<file path="config.mk">
export PLATFORM = sky130hd
export DESIGN_NAME = udp_sample_packetizer
export DESIGN_NICKNAME = d
export VERILOG_FILES = /design/src/hdl/packetizer_pkg.sv /design/src/hdl/udp_sample_packetizer.sv
export VERILOG_INCLUDE_DIRS = /design/src /design/src/hdl
export SDC_FILE = /design/constraint.sdc
export NUM_CORES = 2
export LEC_CHECK = 0
export ABC_AREA = 1
export ABC_CLOCK_PERIOD_IN_PS = 10400
export BUFFER_PORTS_ARGS = -buffer_cell sky130_fd_sc_hd__buf_4
export CORE_ASPECT_RATIO = 0.7
export CORE_MARGIN = 2
export CORE_UTILIZATION = 43
export CTS_CLUSTER_DIAMETER = 60
export DETAILED_ROUTE_END_ITERATION = 16
export MAX_ROUTING_LAYER = met4
export SYNTH_ARGS = -nofsm -noshare
export SYNTH_HDL_FRONTEND = slang
export SYNTH_SLANG_ARGS = --single-unit
</file>
<file path="constraint.sdc">
create_clock -name clk -period 10.4 [get_ports clk]
set_clock_uncertainty 0.15 [all_clocks]
set_input_delay 0.52 -clock clk [delete_from_list [all_inputs] [get_ports clk]]
set_output_delay 0.52 -clock clk [all_outputs]
set_load 0.02 [all_outputs]
</file>
<file path="src/hdl/packetizer_map.svh">
`ifndef PACKETIZER_MAP_SVH
`define PACKETIZER_MAP_SVH

// ----------------------------------------
// Register byte offsets
// ----------------------------------------
`define REG_CHANNEL 8'h00
`define REG_RATE 8'h04
`define REG_FORMAT 8'h08
`define REG_PACKET 8'h0c
`define REG_PORT 8'h10
`define REG_OPTIONS 8'h14
`define REG_ENABLE 8'h18
`define REG_MAXRATE 8'h1c
`define REG_STATUS 8'h20

// ----------------------------------------
// Limits and reset values
// ----------------------------------------
`define RATE_EXP_MAX 5'h14
`define RATE_CAP_HZ 21'h1312d0
`define PORT_MIN 16'h0400
`define PORT_MAX 32'h0000ffff
`define PORT_DEF 16'h0749
`define OPT_DEF 2'h2

// ----------------------------------------
// Option bits and channel codes
// ----------------------------------------
`define OPT_LITTLE 0
`define OPT_CHECK 1
`define CH_X 2'h0
`define CH_RT 2'h2
`define CH_ALL 2'h3

// ----------------------------------------
// Framing and scaling
// ----------------------------------------
`define PKT_BASE 11'h400
`define HDR_LAST 4'h3
`define INT_FS 16'h7918
`define FS_SHIFT 30

`endif

</file>
<file path="src/hdl/packetizer_pkg.sv">
package packetizer_pkg;

  // ----------------------------------------
  // Framer phases
  // ----------------------------------------
  typedef enum logic [1:0] {PH_IDLE, PH_HDR, PH_DATA} phase_e;

  // ----------------------------------------
  // Whole state of the packetizer
  // ----------------------------------------
  typedef struct packed {
    logic [1:0] ch;
    logic [4:0] rate;
    logic fmt;
    logic [1:0] pkt;
    logic [15:0] port;
    logic [1:0] opt;
    logic start;
    logic on;
    logic [31:0] req_ip;
    logic [1:0] a_ch;
    logic [4:0] a_rate;
    logic a_fmt;
    logic [1:0] a_pkt;
    logic [1:0] a_opt;
    logic [31:0] dst_ip;
    logic [15:0] dst_port;
    logic [31:0] rdata;
    logic [19:0] div;
    logic pend;
    logic [3:0][31:0] cap;
    logic [3:0][31:0] cur;
    phase_e ph;
    logic [3:0] idx;
    logic [10:0] left;
    logic [15:0] seq;
    logic [15:0] drops;
  } pack_s;

endpackage

</file>
<file path="src/hdl/udp_sample_packetizer.sv">
// How it works
// - Emit only the selected value set
// - All values snapshot on one tick
// - Rate is max rate over 2^n, n<=20
// - Max rate reported, capped 1.25 MHz
// - Rate readback gives stored exponent n
// - Format: float32 four bytes, int16 two
// - Int16 saturates; 31000 means full scale
// - Packet data 1024/512/256/128 bytes by code
// - Payload is data plus header bytes
// - No resend; stream never waits receiver
// - Destination port 1024..65535, default 1865
// - Bit0 little-endian, bit1 integrity, default 2
// - Destination IP from enabling host
// - Settings latched only at stream start
`timescale 1ns/1ps
`include "packetizer_map.svh"

// ----------------------------------------
// Shift FIFO, head always in a flop
// ----------------------------------------
module sample_fifo #(
  parameter int W = 9,
  parameter int D = 8
) (
  // Clock and reset
  input wire logic clk,
  input wire logic rst,
  // Fill side
  input wire logic in_valid,
  input wire logic [W-1:0] in_data,
  output logic in_ready,
  // Drain side
  output logic out_valid,
  output logic [W-1:0] out_data,
  input wire logic out_ready
);
  localparam int CW = $clog2(D + 1);

  typedef struct packed {
    logic [D-1:0][W-1:0] mem;
    logic [CW-1:0] cnt;
    logic vld;
    logic rdy;
  } fifo_s;

  fifo_s f_r;
  fifo_s f_nxt;

  // Pop shifts down, push lands at the new tail
  always_comb begin
    logic [CW-1:0] c;
    c = f_r.cnt;
    f_nxt = f_r;
    if (f_r.vld && out_ready) begin
      for (int i = 0; i < D - 1; i++) begin
        f_nxt.mem[i] = f_r.mem[i+1];
      end
      c = c - CW'(1);
    end
    if (in_valid && f_r.rdy) begin
      f_nxt.mem[c] = in_data;
      c = c + CW'(1);
    end
    f_nxt.cnt = c;
    f_nxt.vld = (c != '0);
    f_nxt.rdy = (c != CW'(D));
  end

  // Registered flags keep full and empty honest
  always_ff @(posedge clk) begin
    if (rst) begin
      f_r <= '0;
      f_r.rdy <= 1'b1;
    end else begin
      f_r <= f_nxt;
    end
  end

  assign in_ready = f_r.rdy;
  assign out_valid = f_r.vld;
  assign out_data = f_r.mem[0];
endmodule

// ----------------------------------------
// Packetizer top
// ----------------------------------------
module udp_sample_packetizer
  import packetizer_pkg::*;
#(
  parameter int FIFO_DEPTH = 8
) (
  // Clock and reset
  input wire logic clk,
  input wire logic rst,
  // Register port
  input wire logic [7:0] reg_addr,
  input wire logic [31:0] reg_wdata,
  input wire logic reg_we,
  input wire logic reg_re,
  output logic [31:0] reg_rdata,
  // Command source
  input wire logic [31:0] cmd_src_ip,
  // Demodulator outputs
  input wire logic base_tick,
  input wire logic [20:0] max_rate_hz,
  input wire logic [31:0] x_f,
  input wire logic [31:0] y_f,
  input wire logic [31:0] r_f,
  input wire logic [31:0] t_f,
  input wire logic signed [31:0] x_q,
  input wire logic signed [31:0] y_q,
  input wire logic signed [31:0] r_q,
  input wire logic signed [31:0] t_q,
  // Datagram byte stream
  output logic [7:0] tx_data,
  output logic tx_last,
  output logic tx_valid,
  input wire logic tx_ready,
  output logic [31:0] tx_dst_ip,
  output logic [15:0] tx_dst_port,
  output logic stream_active
);

  // ----------------------------------------
  // Helper functions
  // ----------------------------------------

  // Divider terminal count for exponent n
  function automatic logic [19:0] div_last(input logic [4:0] n);
    logic [20:0] t;
    t = (21'h1 << n) - 21'h1;
    return t[19:0];
  endfunction

  // Saturating scale to int16
  function automatic logic [15:0] to_int16(input logic signed [31:0] q);
    logic signed [48:0] p;
    logic signed [48:0] s;
    p = q * $signed({1'b0, `INT_FS});
    s = p >>> `FS_SHIFT;
    if ((&s[48:15]) || !(|s[48:15])) begin
      return s[15:0];
    end
    return s[48] ? 16'h8000 : 16'h7fff;
  endfunction

  // Index of the last byte of one sample
  function automatic logic [3:0] last_byte(input logic [1:0] ch, input logic fmt);
    logic [3:0] nb;
    nb = (ch == `CH_X) ? 4'h1 : ((ch == `CH_ALL) ? 4'h4 : 4'h2);
    nb = fmt ? 4'(nb << 1) : 4'(nb << 2);
    return nb - 4'h1;
  endfunction

  // Byte idx of a sample in wire order
  function automatic logic [7:0] pick_byte(input logic [3:0][31:0] w, input logic [1:0] ch,
                                          input logic fmt, input logic le, input logic [3:0] idx);
    logic [1:0] v;
    logic [1:0] b;
    v = fmt ? idx[2:1] : idx[3:2];
    b = fmt ? {1'b0, idx[0]} : idx[1:0];
    if (ch == `CH_RT) begin
      v = v + 2'h2;
    end
    if (!le) begin
      b = fmt ? {1'b0, ~b[0]} : ~b;
    end
    return w[v][8*b +: 8];
  endfunction

  // ----------------------------------------
  // State and wires
  // ----------------------------------------
  pack_s s_r;
  pack_s s_nxt;
  logic fifo_v;
  logic [8:0] fifo_d;
  logic fifo_rdy;
  logic [3:0][31:0] fv;
  logic [3:0][31:0] qv;

  assign fv = {t_f, r_f, y_f, x_f};
  assign qv = {t_q, r_q, y_q, x_q};

  // ----------------------------------------
  // Next-state logic
  // ----------------------------------------
  always_comb begin
    logic busy;
    logic tick;
    logic used;
    logic [20:0] maxr;
    busy = 1'b0;
    tick = 1'b0;
    used = 1'b0;
    maxr = '0;
    s_nxt = s_r;
    fifo_v = 1'b0;
    fifo_d = '0;
    busy = (s_r.ph != PH_IDLE) || (s_r.left != '0) || s_r.pend;

    // Register writes land in the shadow set
    if (reg_we) begin
      unique case (reg_addr)
        `REG_CHANNEL: s_nxt.ch = reg_wdata[1:0];
        `REG_RATE: s_nxt.rate = (reg_wdata > 32'(`RATE_EXP_MAX)) ?
                                `RATE_EXP_MAX : reg_wdata[4:0];
        `REG_FORMAT: s_nxt.fmt = reg_wdata[0];
        `REG_PACKET: s_nxt.pkt = reg_wdata[1:0];
        `REG_PORT: begin
          if (reg_wdata > `PORT_MAX) begin
            s_nxt.port = 16'(`PORT_MAX);
          end else if (reg_wdata[15:0] < `PORT_MIN) begin
            s_nxt.port = `PORT_MIN;
          end else begin
            s_nxt.port = reg_wdata[15:0];
          end
        end
        `REG_OPTIONS: s_nxt.opt = reg_wdata[1:0];
        `REG_ENABLE: begin
          if (reg_wdata[0]) begin
            if (!s_r.on) begin
              s_nxt.start = 1'b1;
              s_nxt.req_ip = cmd_src_ip;
            end
          end else begin
            s_nxt.on = 1'b0;
            s_nxt.start = 1'b0;
          end
        end
        default: ;
      endcase
    end

    // Read data stands only in the cycle after the strobe
    // cap reported maximum
    maxr = (max_rate_hz > `RATE_CAP_HZ) ? `RATE_CAP_HZ : max_rate_hz;
    s_nxt.rdata = '0;
    if (reg_re) begin
      unique case (reg_addr)
        `REG_CHANNEL: s_nxt.rdata = {30'h0, s_r.ch};
        `REG_RATE: s_nxt.rdata = {27'h0, s_r.rate};
        `REG_FORMAT: s_nxt.rdata = {31'h0, s_r.fmt};
        `REG_PACKET: s_nxt.rdata = {30'h0, s_r.pkt};
        `REG_PORT: s_nxt.rdata = {16'h0, s_r.port};
        `REG_OPTIONS: s_nxt.rdata = {30'h0, s_r.opt};
        `REG_ENABLE: s_nxt.rdata = {31'h0, s_r.on};
        `REG_MAXRATE: s_nxt.rdata = {11'h0, maxr};
        `REG_STATUS: s_nxt.rdata = {s_r.drops, 14'h0, busy, s_r.on};
        default: s_nxt.rdata = '0;
      endcase
    end

    // settings latched at start
    // Start waits until a stopped stream has closed its packet
    if (s_r.start && !busy) begin
      s_nxt.start = 1'b0;
      s_nxt.on = 1'b1;
      s_nxt.a_ch = s_r.ch;
      s_nxt.a_rate = s_r.rate;
      s_nxt.a_fmt = s_r.fmt;
      s_nxt.a_pkt = s_r.pkt;
      s_nxt.a_opt = s_r.opt;
      s_nxt.dst_ip = s_r.req_ip;
      s_nxt.dst_port = s_r.port;
      s_nxt.div = '0;
      s_nxt.seq = '0;
      s_nxt.drops = '0;
    end

    // Framer: header, then whole samples up to packet end
    unique case (s_r.ph)
      PH_IDLE: begin
        if (s_r.pend) begin
          s_nxt.pend = 1'b0;
          if (s_r.on || (s_r.left != '0)) begin
            used = 1'b1;
            s_nxt.cur = s_r.cap;
            s_nxt.idx = '0;
            s_nxt.ph = (s_r.left == '0) ? PH_HDR : PH_DATA;
          end
        end
      end
      PH_HDR: begin
        fifo_v = 1'b1;
        unique case (s_r.idx[1:0])
          2'h0: fifo_d = {1'b0, s_r.a_opt[`OPT_CHECK] ? s_r.seq[15:8] : 8'h0};
          2'h1: fifo_d = {1'b0, s_r.a_opt[`OPT_CHECK] ? s_r.seq[7:0] : 8'h0};
          2'h2: fifo_d = {2'h0, s_r.a_opt, s_r.a_pkt, s_r.a_fmt, s_r.a_ch};
          2'h3: fifo_d = {1'b0, s_r.drops[7:0]};
        endcase
        if (fifo_rdy) begin
          if (s_r.idx == `HDR_LAST) begin
            s_nxt.ph = PH_DATA;
            s_nxt.idx = '0;
            s_nxt.left = `PKT_BASE >> s_r.a_pkt;
            s_nxt.seq = s_r.seq + 16'h1;
          end else begin
            s_nxt.idx = s_r.idx + 4'h1;
          end
        end
      end
      PH_DATA: begin
        fifo_v = 1'b1;
        fifo_d = {s_r.left == 11'h1,
                  pick_byte(s_r.cur, s_r.a_ch, s_r.a_fmt, s_r.a_opt[`OPT_LITTLE], s_r.idx)};
        if (fifo_rdy) begin
          // packet closes after header plus data
          s_nxt.left = s_r.left - 11'h1;
          if (s_r.idx == last_byte(s_r.a_ch, s_r.a_fmt)) begin
            s_nxt.ph = PH_IDLE;
            s_nxt.idx = '0;
          end else begin
            s_nxt.idx = s_r.idx + 4'h1;
          end
        end
      end
      default: s_nxt.ph = PH_IDLE;
    endcase

    // divide base rate by 2^n
    // A stopped stream keeps ticking only to fill its open packet
    if ((s_r.on || (s_r.left != '0)) && base_tick) begin
      if (s_r.div >= div_last(s_r.a_rate)) begin
        s_nxt.div = '0;
        tick = 1'b1;
      end else begin
        s_nxt.div = s_r.div + 20'h1;
      end
    end

    if (tick) begin
      if (s_r.pend && !used) begin
        s_nxt.drops = s_r.drops + 16'h1;
      end else begin
        s_nxt.pend = 1'b1;
        for (int i = 0; i < 4; i++) begin
          s_nxt.cap[i] = s_r.a_fmt ? {16'h0, to_int16(qv[i])} : fv[i];
        end
      end
    end
  end

  // ----------------------------------------
  // State register
  // ----------------------------------------
  // reset defaults
  always_ff @(posedge clk) begin
    if (rst) begin
      s_r <= '0;
      s_r.port <= `PORT_DEF;
      s_r.opt <= `OPT_DEF;
    end else begin
      s_r <= s_nxt;
    end
  end

  // ----------------------------------------
  // Output buffer toward the MAC
  // ----------------------------------------
  // A stalled MAC backs up into the framer, then drops samples
  sample_fifo #(
    .W(9),
    .D(FIFO_DEPTH)
  ) u_fifo (
    .clk(clk),
    .rst(rst),
    .in_valid(fifo_v),
    .in_data(fifo_d),
    .in_ready(fifo_rdy),
    .out_valid(tx_valid),
    .out_data({tx_last, tx_data}),
    .out_ready(tx_ready)
  );

  // Flop-driven status outputs
  assign reg_rdata = s_r.rdata;
  assign tx_dst_ip = s_r.dst_ip;
  assign tx_dst_port = s_r.dst_port;
  assign stream_active = s_r.on;
endmodule

</file>
; ---- Word level (Yosys, flattened, before mapping)
; Index checks and enable logic that the tools add are counted.
[totals]
regBits = 558
output_inout_bits = 91
memories = 0
mem_bits_rw = 0
latchBits = 0
rom_bits = 0
input_bits = 355
[classes]
div = 0
order_cmp = 8
shift = 3
bitwise = 5
reduce_logical = 57
n_mul = 4
n_mux = 93
n_addsub = 10
eq_ne = 27
[ops]
columns = operator, count
row1 = one-hot mux 32 bit (9 select lines), 1
row2 = 2-to-1 mux 16 bit, 17
row3 = 2-to-1 mux 129 bit, 2
row4 = 2-to-1 mux 32 bit, 8
row5 = multiplier 32 x 13 -> 45 bit (second input constant), 4
row6 = 2-to-1 mux 63 bit, 2
row7 = 2-to-1 mux 33 bit, 3
row8 = bitwise mux 72 bit, 1
row9 = binary-select mux 32 bit (select 2 bit), 1
row10 = 2-to-1 mux 20 bit, 3
row11 = one-hot mux 9 bit (4 select lines), 1
row12 = adder 16 x 1 -> 16 bit (second input constant), 2
row13 = equality test 8 x 5 -> 1 bit (second input constant), 4
row14 = > comparator 32 x 16 -> 1 bit (second input constant), 1
row15 = > comparator 32 x 5 -> 1 bit (second input constant), 1
row16 = indexed part select 32 x 6 -> 8 bit, 1
row17 = demux 9 bit (select 3 bit), 1
row18 = 2-to-1 mux 27 bit, 1
row19 = AND reduction 4 bit, 6
row20 = 2-to-1 mux 1 bit, 23
row21 = one-hot mux 11 bit (2 select lines), 1
row22 = > comparator 21 bit (second input constant), 1
row23 = 2-to-1 mux 21 bit, 1
row24 = adder 20 x 1 -> 20 bit (second input constant), 1
row25 = other kinds (52), 120

; ---- Depth between registers and ports, before layout
[depth]
depth_word = 13
depth_mapped = 30
depth_no_buf = 29

; ---- Hierarchy
; Synthesis repeated with hierarchy kept, for this count alone.
[unflattened]
hier_cells = 7929
hier_area_um2 = 58217.1
[modules_own_cells]
columns = mod, area_per_inst_um2, n_inst, cells_per_inst
row1 = udp_sample_packetizer, 54008.0, 1, 7221
row2 = sample_fifo, 4209.0, 1, 708

; ---- Worst setup path after synthesis
; Ideal clock, no wire load.
[synth_timing]
path_kind = input port to flip-flop
from = input x_q[23]
to = register s_r[182] in the netlist's numbering
arrival_time_ns = 4.826
path_slack_ns = 5.305
required_ns = 10.131
setup_time_ns = 0.119
cell_stages = 26
n_path_buf = 1
cell_sequence = ha_1 > inv_1 > fa_1 > inv_1 > fa_1 > inv_1 > fa_1 > fa_1 > inv_1 > ha_1 > nand2_1 > nor2_1 > inv_1 > nor2_1 > nand2_1 > nor2_1 > nand2_1 > nand3_1 > nand2_1 > nand2_1 > nand3_1 > nand2_1 > buf_2 > nand2_1 > nand2_1 > a21oi_1
[synth_via]
elab_chain_cells = 9
elab_cells_between_ends = 12
[synth_lines]
columns = item, line_no
row1 = start: declaration, udp_sample_packetizer.sv:111  ; input wire logic signed [31:0] x_q,
row2 = multiplier 32 x 13 -> 45 bit *, udp_sample_packetizer.sv:140  ; p = q * $signed({1'b0, `INT_FS});
row3 = OR reduction 4 bit, udp_sample_packetizer.sv:142  ; if ((&s[48:15]) || !(|s[48:15])) begin
row4 = zero test 1 bit, udp_sample_packetizer.sv:142
row5 = logical OR 1 bit, udp_sample_packetizer.sv:142
row6 = 2-to-1 mux 1 bit, udp_sample_packetizer.sv:142
row7 = 2-to-1 mux 1 bit, udp_sample_packetizer.sv:334  ; if (s_r.pend && !used) begin
row8 = 2-to-1 mux 1 bit, udp_sample_packetizer.sv:333  ; if (tick) begin
row9 = 2-to-1 mux 16 bit *, udp_sample_packetizer.sv:145  ; return s[48] ? 16'h8000 : 16'h7fff;
row10 = 2-to-1 mux 32 bit *, udp_sample_packetizer.sv:339  ; s_nxt.cap[i] = s_r.a_fmt ? {16'h0, to_int16(qv[i])} : fv[i];
row11 = end signal: assignment, udp_sample_packetizer.sv:355  ; s_r <= s_nxt;
row12 = end: declaration, udp_sample_packetizer.sv:175  ; pack_s s_r;
; Every way passes the cells marked *; elsewhere a longest branch is shown, timed or not. The select of a mux whose other input is x is not followed.
; A chain may end at the register's enable or synchronous reset.

; ---- Worst setup path after layout
[layout_timing]
from = register s_r[413] in the netlist's numbering
to = register s_r[224] in the netlist's numbering
[layout_via]
elab_chain_cells = 6
[layout_lines]
columns = item, line_no
row1 = left shift 1 x 5 -> 20 bit, udp_sample_packetizer.sv:132  ; t = (21'h1 << n) - 21'h1;
row2 = subtractor 20 x 1 -> 20 bit, udp_sample_packetizer.sv:132
row3 = >= comparator 20 bit, udp_sample_packetizer.sv:325  ; if (s_r.div >= div_last(s_r.a_rate)) begin
row4 = 2-to-1 mux 1 bit, udp_sample_packetizer.sv:325
row5 = 2-to-1 mux 1 bit, udp_sample_packetizer.sv:324  ; if ((s_r.on || (s_r.left != '0)) && base_tick) begin
row6 = AND reduction 2 bit (no line), --
; No other way between the ends.

==> metrics.md <==
| Metric | Value |
|---|---|
| Share of cells above drive strength 1 | 0.0831 |
| GRT overflow | 0 |
| # setup viols final | 0 |
| Setup crit end kind | flip-flop |
| Post-detail-place hpwl | 146 mm |
| Slowest cell on the critical path | nor2_4 |
| Top cells by area, synth | dfxtp_1 (19%), fa_1 (19%), ha_1 (13%) |
| CP arrival | 5920 ps |
| CTS Buffer Depth | 3 |
| Max layer used | met4 |
| Synth area leader | dfxtp_1 |
| Post-synth cell types | 63 |
| Peak VDD IR | 0.150 mV |
| Cell family with most CP delay | simple AND/OR/NAND/NOR gates |
| Clk root buf | clkbuf_16 |
| Area Growth Syn to Fin | 11.8% |
| CTS Buf Count | 58 |
| Placed cell count | 9966 |
| Nets | 9818 |
| Final period util | 0.533 |
| Max Cap Violations | 0 |
| Cells after Synth | 8041 |
| Final hold violation count | 0 |
| DR vias | 51079 |
| TritonCTS Sinks | 558 |
| Final wirelength | 177 mm |
| Most used DFF post-synth | dfxtp_1 |
| First-pass GRT wire length | 282 mm |
| H-tree depth | 2 |
| Height of the chip | 312 µm |
| Crit-path most repeated cell | nor2_1 |
| Flops & latches, synth | 558 |
| Clock-pin slew on the worst setup and hold paths | 60 ps |
| Final Cell Area | 65000 µm² |
| Hold Startpoint | r_f[31] |
| Post-CTS sizing | 0 |
| TritonRoute pass-1 iters | 5 |
| Layout Cells excl Fill | 10152 |
| Metal2 WL | 75.4 mm |
| Row count | 112 |
| Post-synthesis area per instance | 7.23 µm² |
| P_leak | 0.0328 µW |
| Crit-path max cell delay | 800 ps |
| FFs w/ async S/R, synth | 0 |
| Routed Antenna Nets | 0 |
| Sum of buffers and inverters on the critical path | 3 |
| Rel. slew slack | 0.195 |
| Pwr/cell area | 316 nW/µm² |
| Clock latency on the worst-skew pair | 630 ps |
| WL met3 | 10.8 mm |
| Mapped Nets | 9541 |
| Placer Congestion | 0.988 |
| Core Util, Final | 0.487 |
| Peak Freq | 0.180 GHz |
| Placed Area | 62300 µm² |
| Design Power | 20600 µW |
| Core Box Area | 134000 µm² |
| Synth Cell Area | 58200 µm² |
| Count of pins over their slew limit | 0 |
| Worst flop-to-flop path startpoint | s_r[413]$_SDFFE_PP0P_ |
| Largest net degree at the start of global routing | 264 |
| Sequential share of the synthesized area | 0.192 |
| Buffers on Ports | 445 |
| CTS Hold Bufs | 59 |
| Initial DRC count | 3705 |
| DRT met1 WL | 87.6 mm |
| I/O pins | 446 |
| Setup TNS | 0 ps |
| Fill cells | 13688 |
| Initial antenna violation count | 24 |
| CP startpoint | s_r[413]$_SDFFE_PP0P_ |
| Ys Warns | 0 |
| Status | finished clean |
| CP required | 10780 ps |
| WL per Instance | 17.5 µm |
| Number of global-route vias before repair | 50591 |
| Top-area cell type share of the netlist area | 0.192 |
| Vias/cell | 5.03 |
| Worst-Margin Slew | 1200 ps |
| RSZ-0062 raised after global routing | no |
| Gr usage total | 0.262 |
| Full die area | 138000 µm² |
| CTS tree | done |
| # Post-CTS Setup Buffers | 0 |
| Crit path time final | 5540 ps |
| Die extent in x | 444 µm |
| CP startpoint kind | flip-flop |
| Initial Util | 0.435 |
| Post-route DRC | 0 |
| Cell Chain, Critical Path | nor2_1 -> inv_1 -> nor2_1 -> nand2_1 -> ha_1 -> o21ai_0 -> nor2_1 -> o21ai_0 -> nand3b_1 -> xor2_1 -> ha_1 -> nand4_1 -> nor2_1 -> nand3_1 -> nand4_1 -> nand2_1 -> nor2_4 -> buf_4 -> nand3_1 -> o211ai_1 -> inv_1 |
| CP max FO | 96 |
| Hold WC Path Type | input port to flip-flop |
| WS Path Type | flip-flop to flip-flop |
| EDFF count, synth | 0 |
-- final cells by class --
cell class	count	area, µm²	share of cell area
Clock inverter	23	419	0.00644
Clock buffer	83	1700	0.0261
Timing Repair Buffer	527	4120	0.0633
Antenna cell	21	52.6	0.000808
Multi-Input combinational cell	5528	39200	0.602
Sequential cell	558	11200	0.172
Tap cell	1767	2210	0.0340
Inverter	1645	6190	0.0952
-- cells by family after synthesis --
group,after synthesis,synth area share
adders and majority gates,1145,0.316
AOI/OAI and AO/OA,1394,0.130
DFF,558,0.192
muxes,6,0.00116
and+or+nand+nor,2808,0.199
xor gates and xnor gates,175,0.0268
buffers and inverters,1955,0.135
-- worst min-delay path: stages --
cell	delay, ps
buf_4	110
nand3_1	70
a21oi_1	60
-- report_power, final --
group          switching [µW]  internal [µW]  leakage [µW]  total [µW]
clock                     919           1390       0.00102        2310
combinational           10200           5210        0.0273       15400
sequential                284           2620       0.00454        2900
total                   11400           9210        0.0328       20600
-- layer usage --
metal	vias up	GRT usage
met3	171	0.0430
met5	-	-
met1	24078	0.377
met4	0	0.0560
met2	1251	0.386
li1	25579	-
-- registers in the layout, indices dropped and copies added, names as in the netlist --
| signal | count |
|---|---|
| tx_dst_ip | 32 |
| u_fifo.out_data | 9 |
| u_fifo.out_valid | 1 |
| u_fifo.in_ready | 1 |
| reg_rdata | 32 |
| stream_active | 1 |
| tx_dst_port | 16 |
| u_fifo.f_r | 67 |
| s_r | 399 |
-- worst paths after layout --
check | endpoint | slack (ps) | cells after the start
max | s_r[224]$_SDFFE_PP0P_ | 4860 | 21
min | s_r[272]$_SDFFE_PP0P_ | 30 | 3
max reg2reg | s_r[224]$_SDFFE_PP0P_ | 4860 | 21
min reg2reg | s_r[120]$_SDFFE_PP0P_ | 300 | 2
-- cell usage after synthesis (29+ instances only) --
cell / count
fa_1: 543
nand3_1: 272
xor2_1: 142
inv_1: 1632
or2_2: 72
o21ai_0: 545
nand4_1: 69
a21oi_1: 596
o21ai_1: 31
buf_2: 39
o21bai_1: 55
nand2_1: 1584
clkbuf_1: 154
ha_1: 602
nor2_1: 662
dfxtp_1: 558
o211ai_1: 35
xnor2_1: 31
buf_4: 101
a211oi_1: 29
nor3_1: 73
-- per-stage QoR --
| step | hold WS [ps] | setup slack (ps) |
|---|---|---|
| detailed placement | 295 | 4490 |
| CTS | 0.318 | 4860 |
| finish | 33.7 | 4860 |
| global route | 7.98 | 4250 |
| floorplan | 274 | 5300 |
| global placement | 287 | 4510 |
-- placed cells by master (no fill, tap or decap), types with 31 or more instances in the layout --
cell,synthesis,final
a21oi_1,596,596
buf_4,101,467
clkbuf_16,0,60
dfxtp_1,558,557
dlygate4sd3_1,0,59
fa_1,543,543
ha_1,602,602
inv_1,1632,1630
nand2_1,1584,1584
nand3_1,272,271
nand4_1,69,69
nor2_1,662,660
nor3_1,73,73
o211ai_1,35,35
o21ai_0,545,545
o21ai_1,31,31
o21bai_1,55,55
or2_2,72,72
xnor2_1,31,31
xor2_1,142,142
Power figures use the tool's default switching activity.
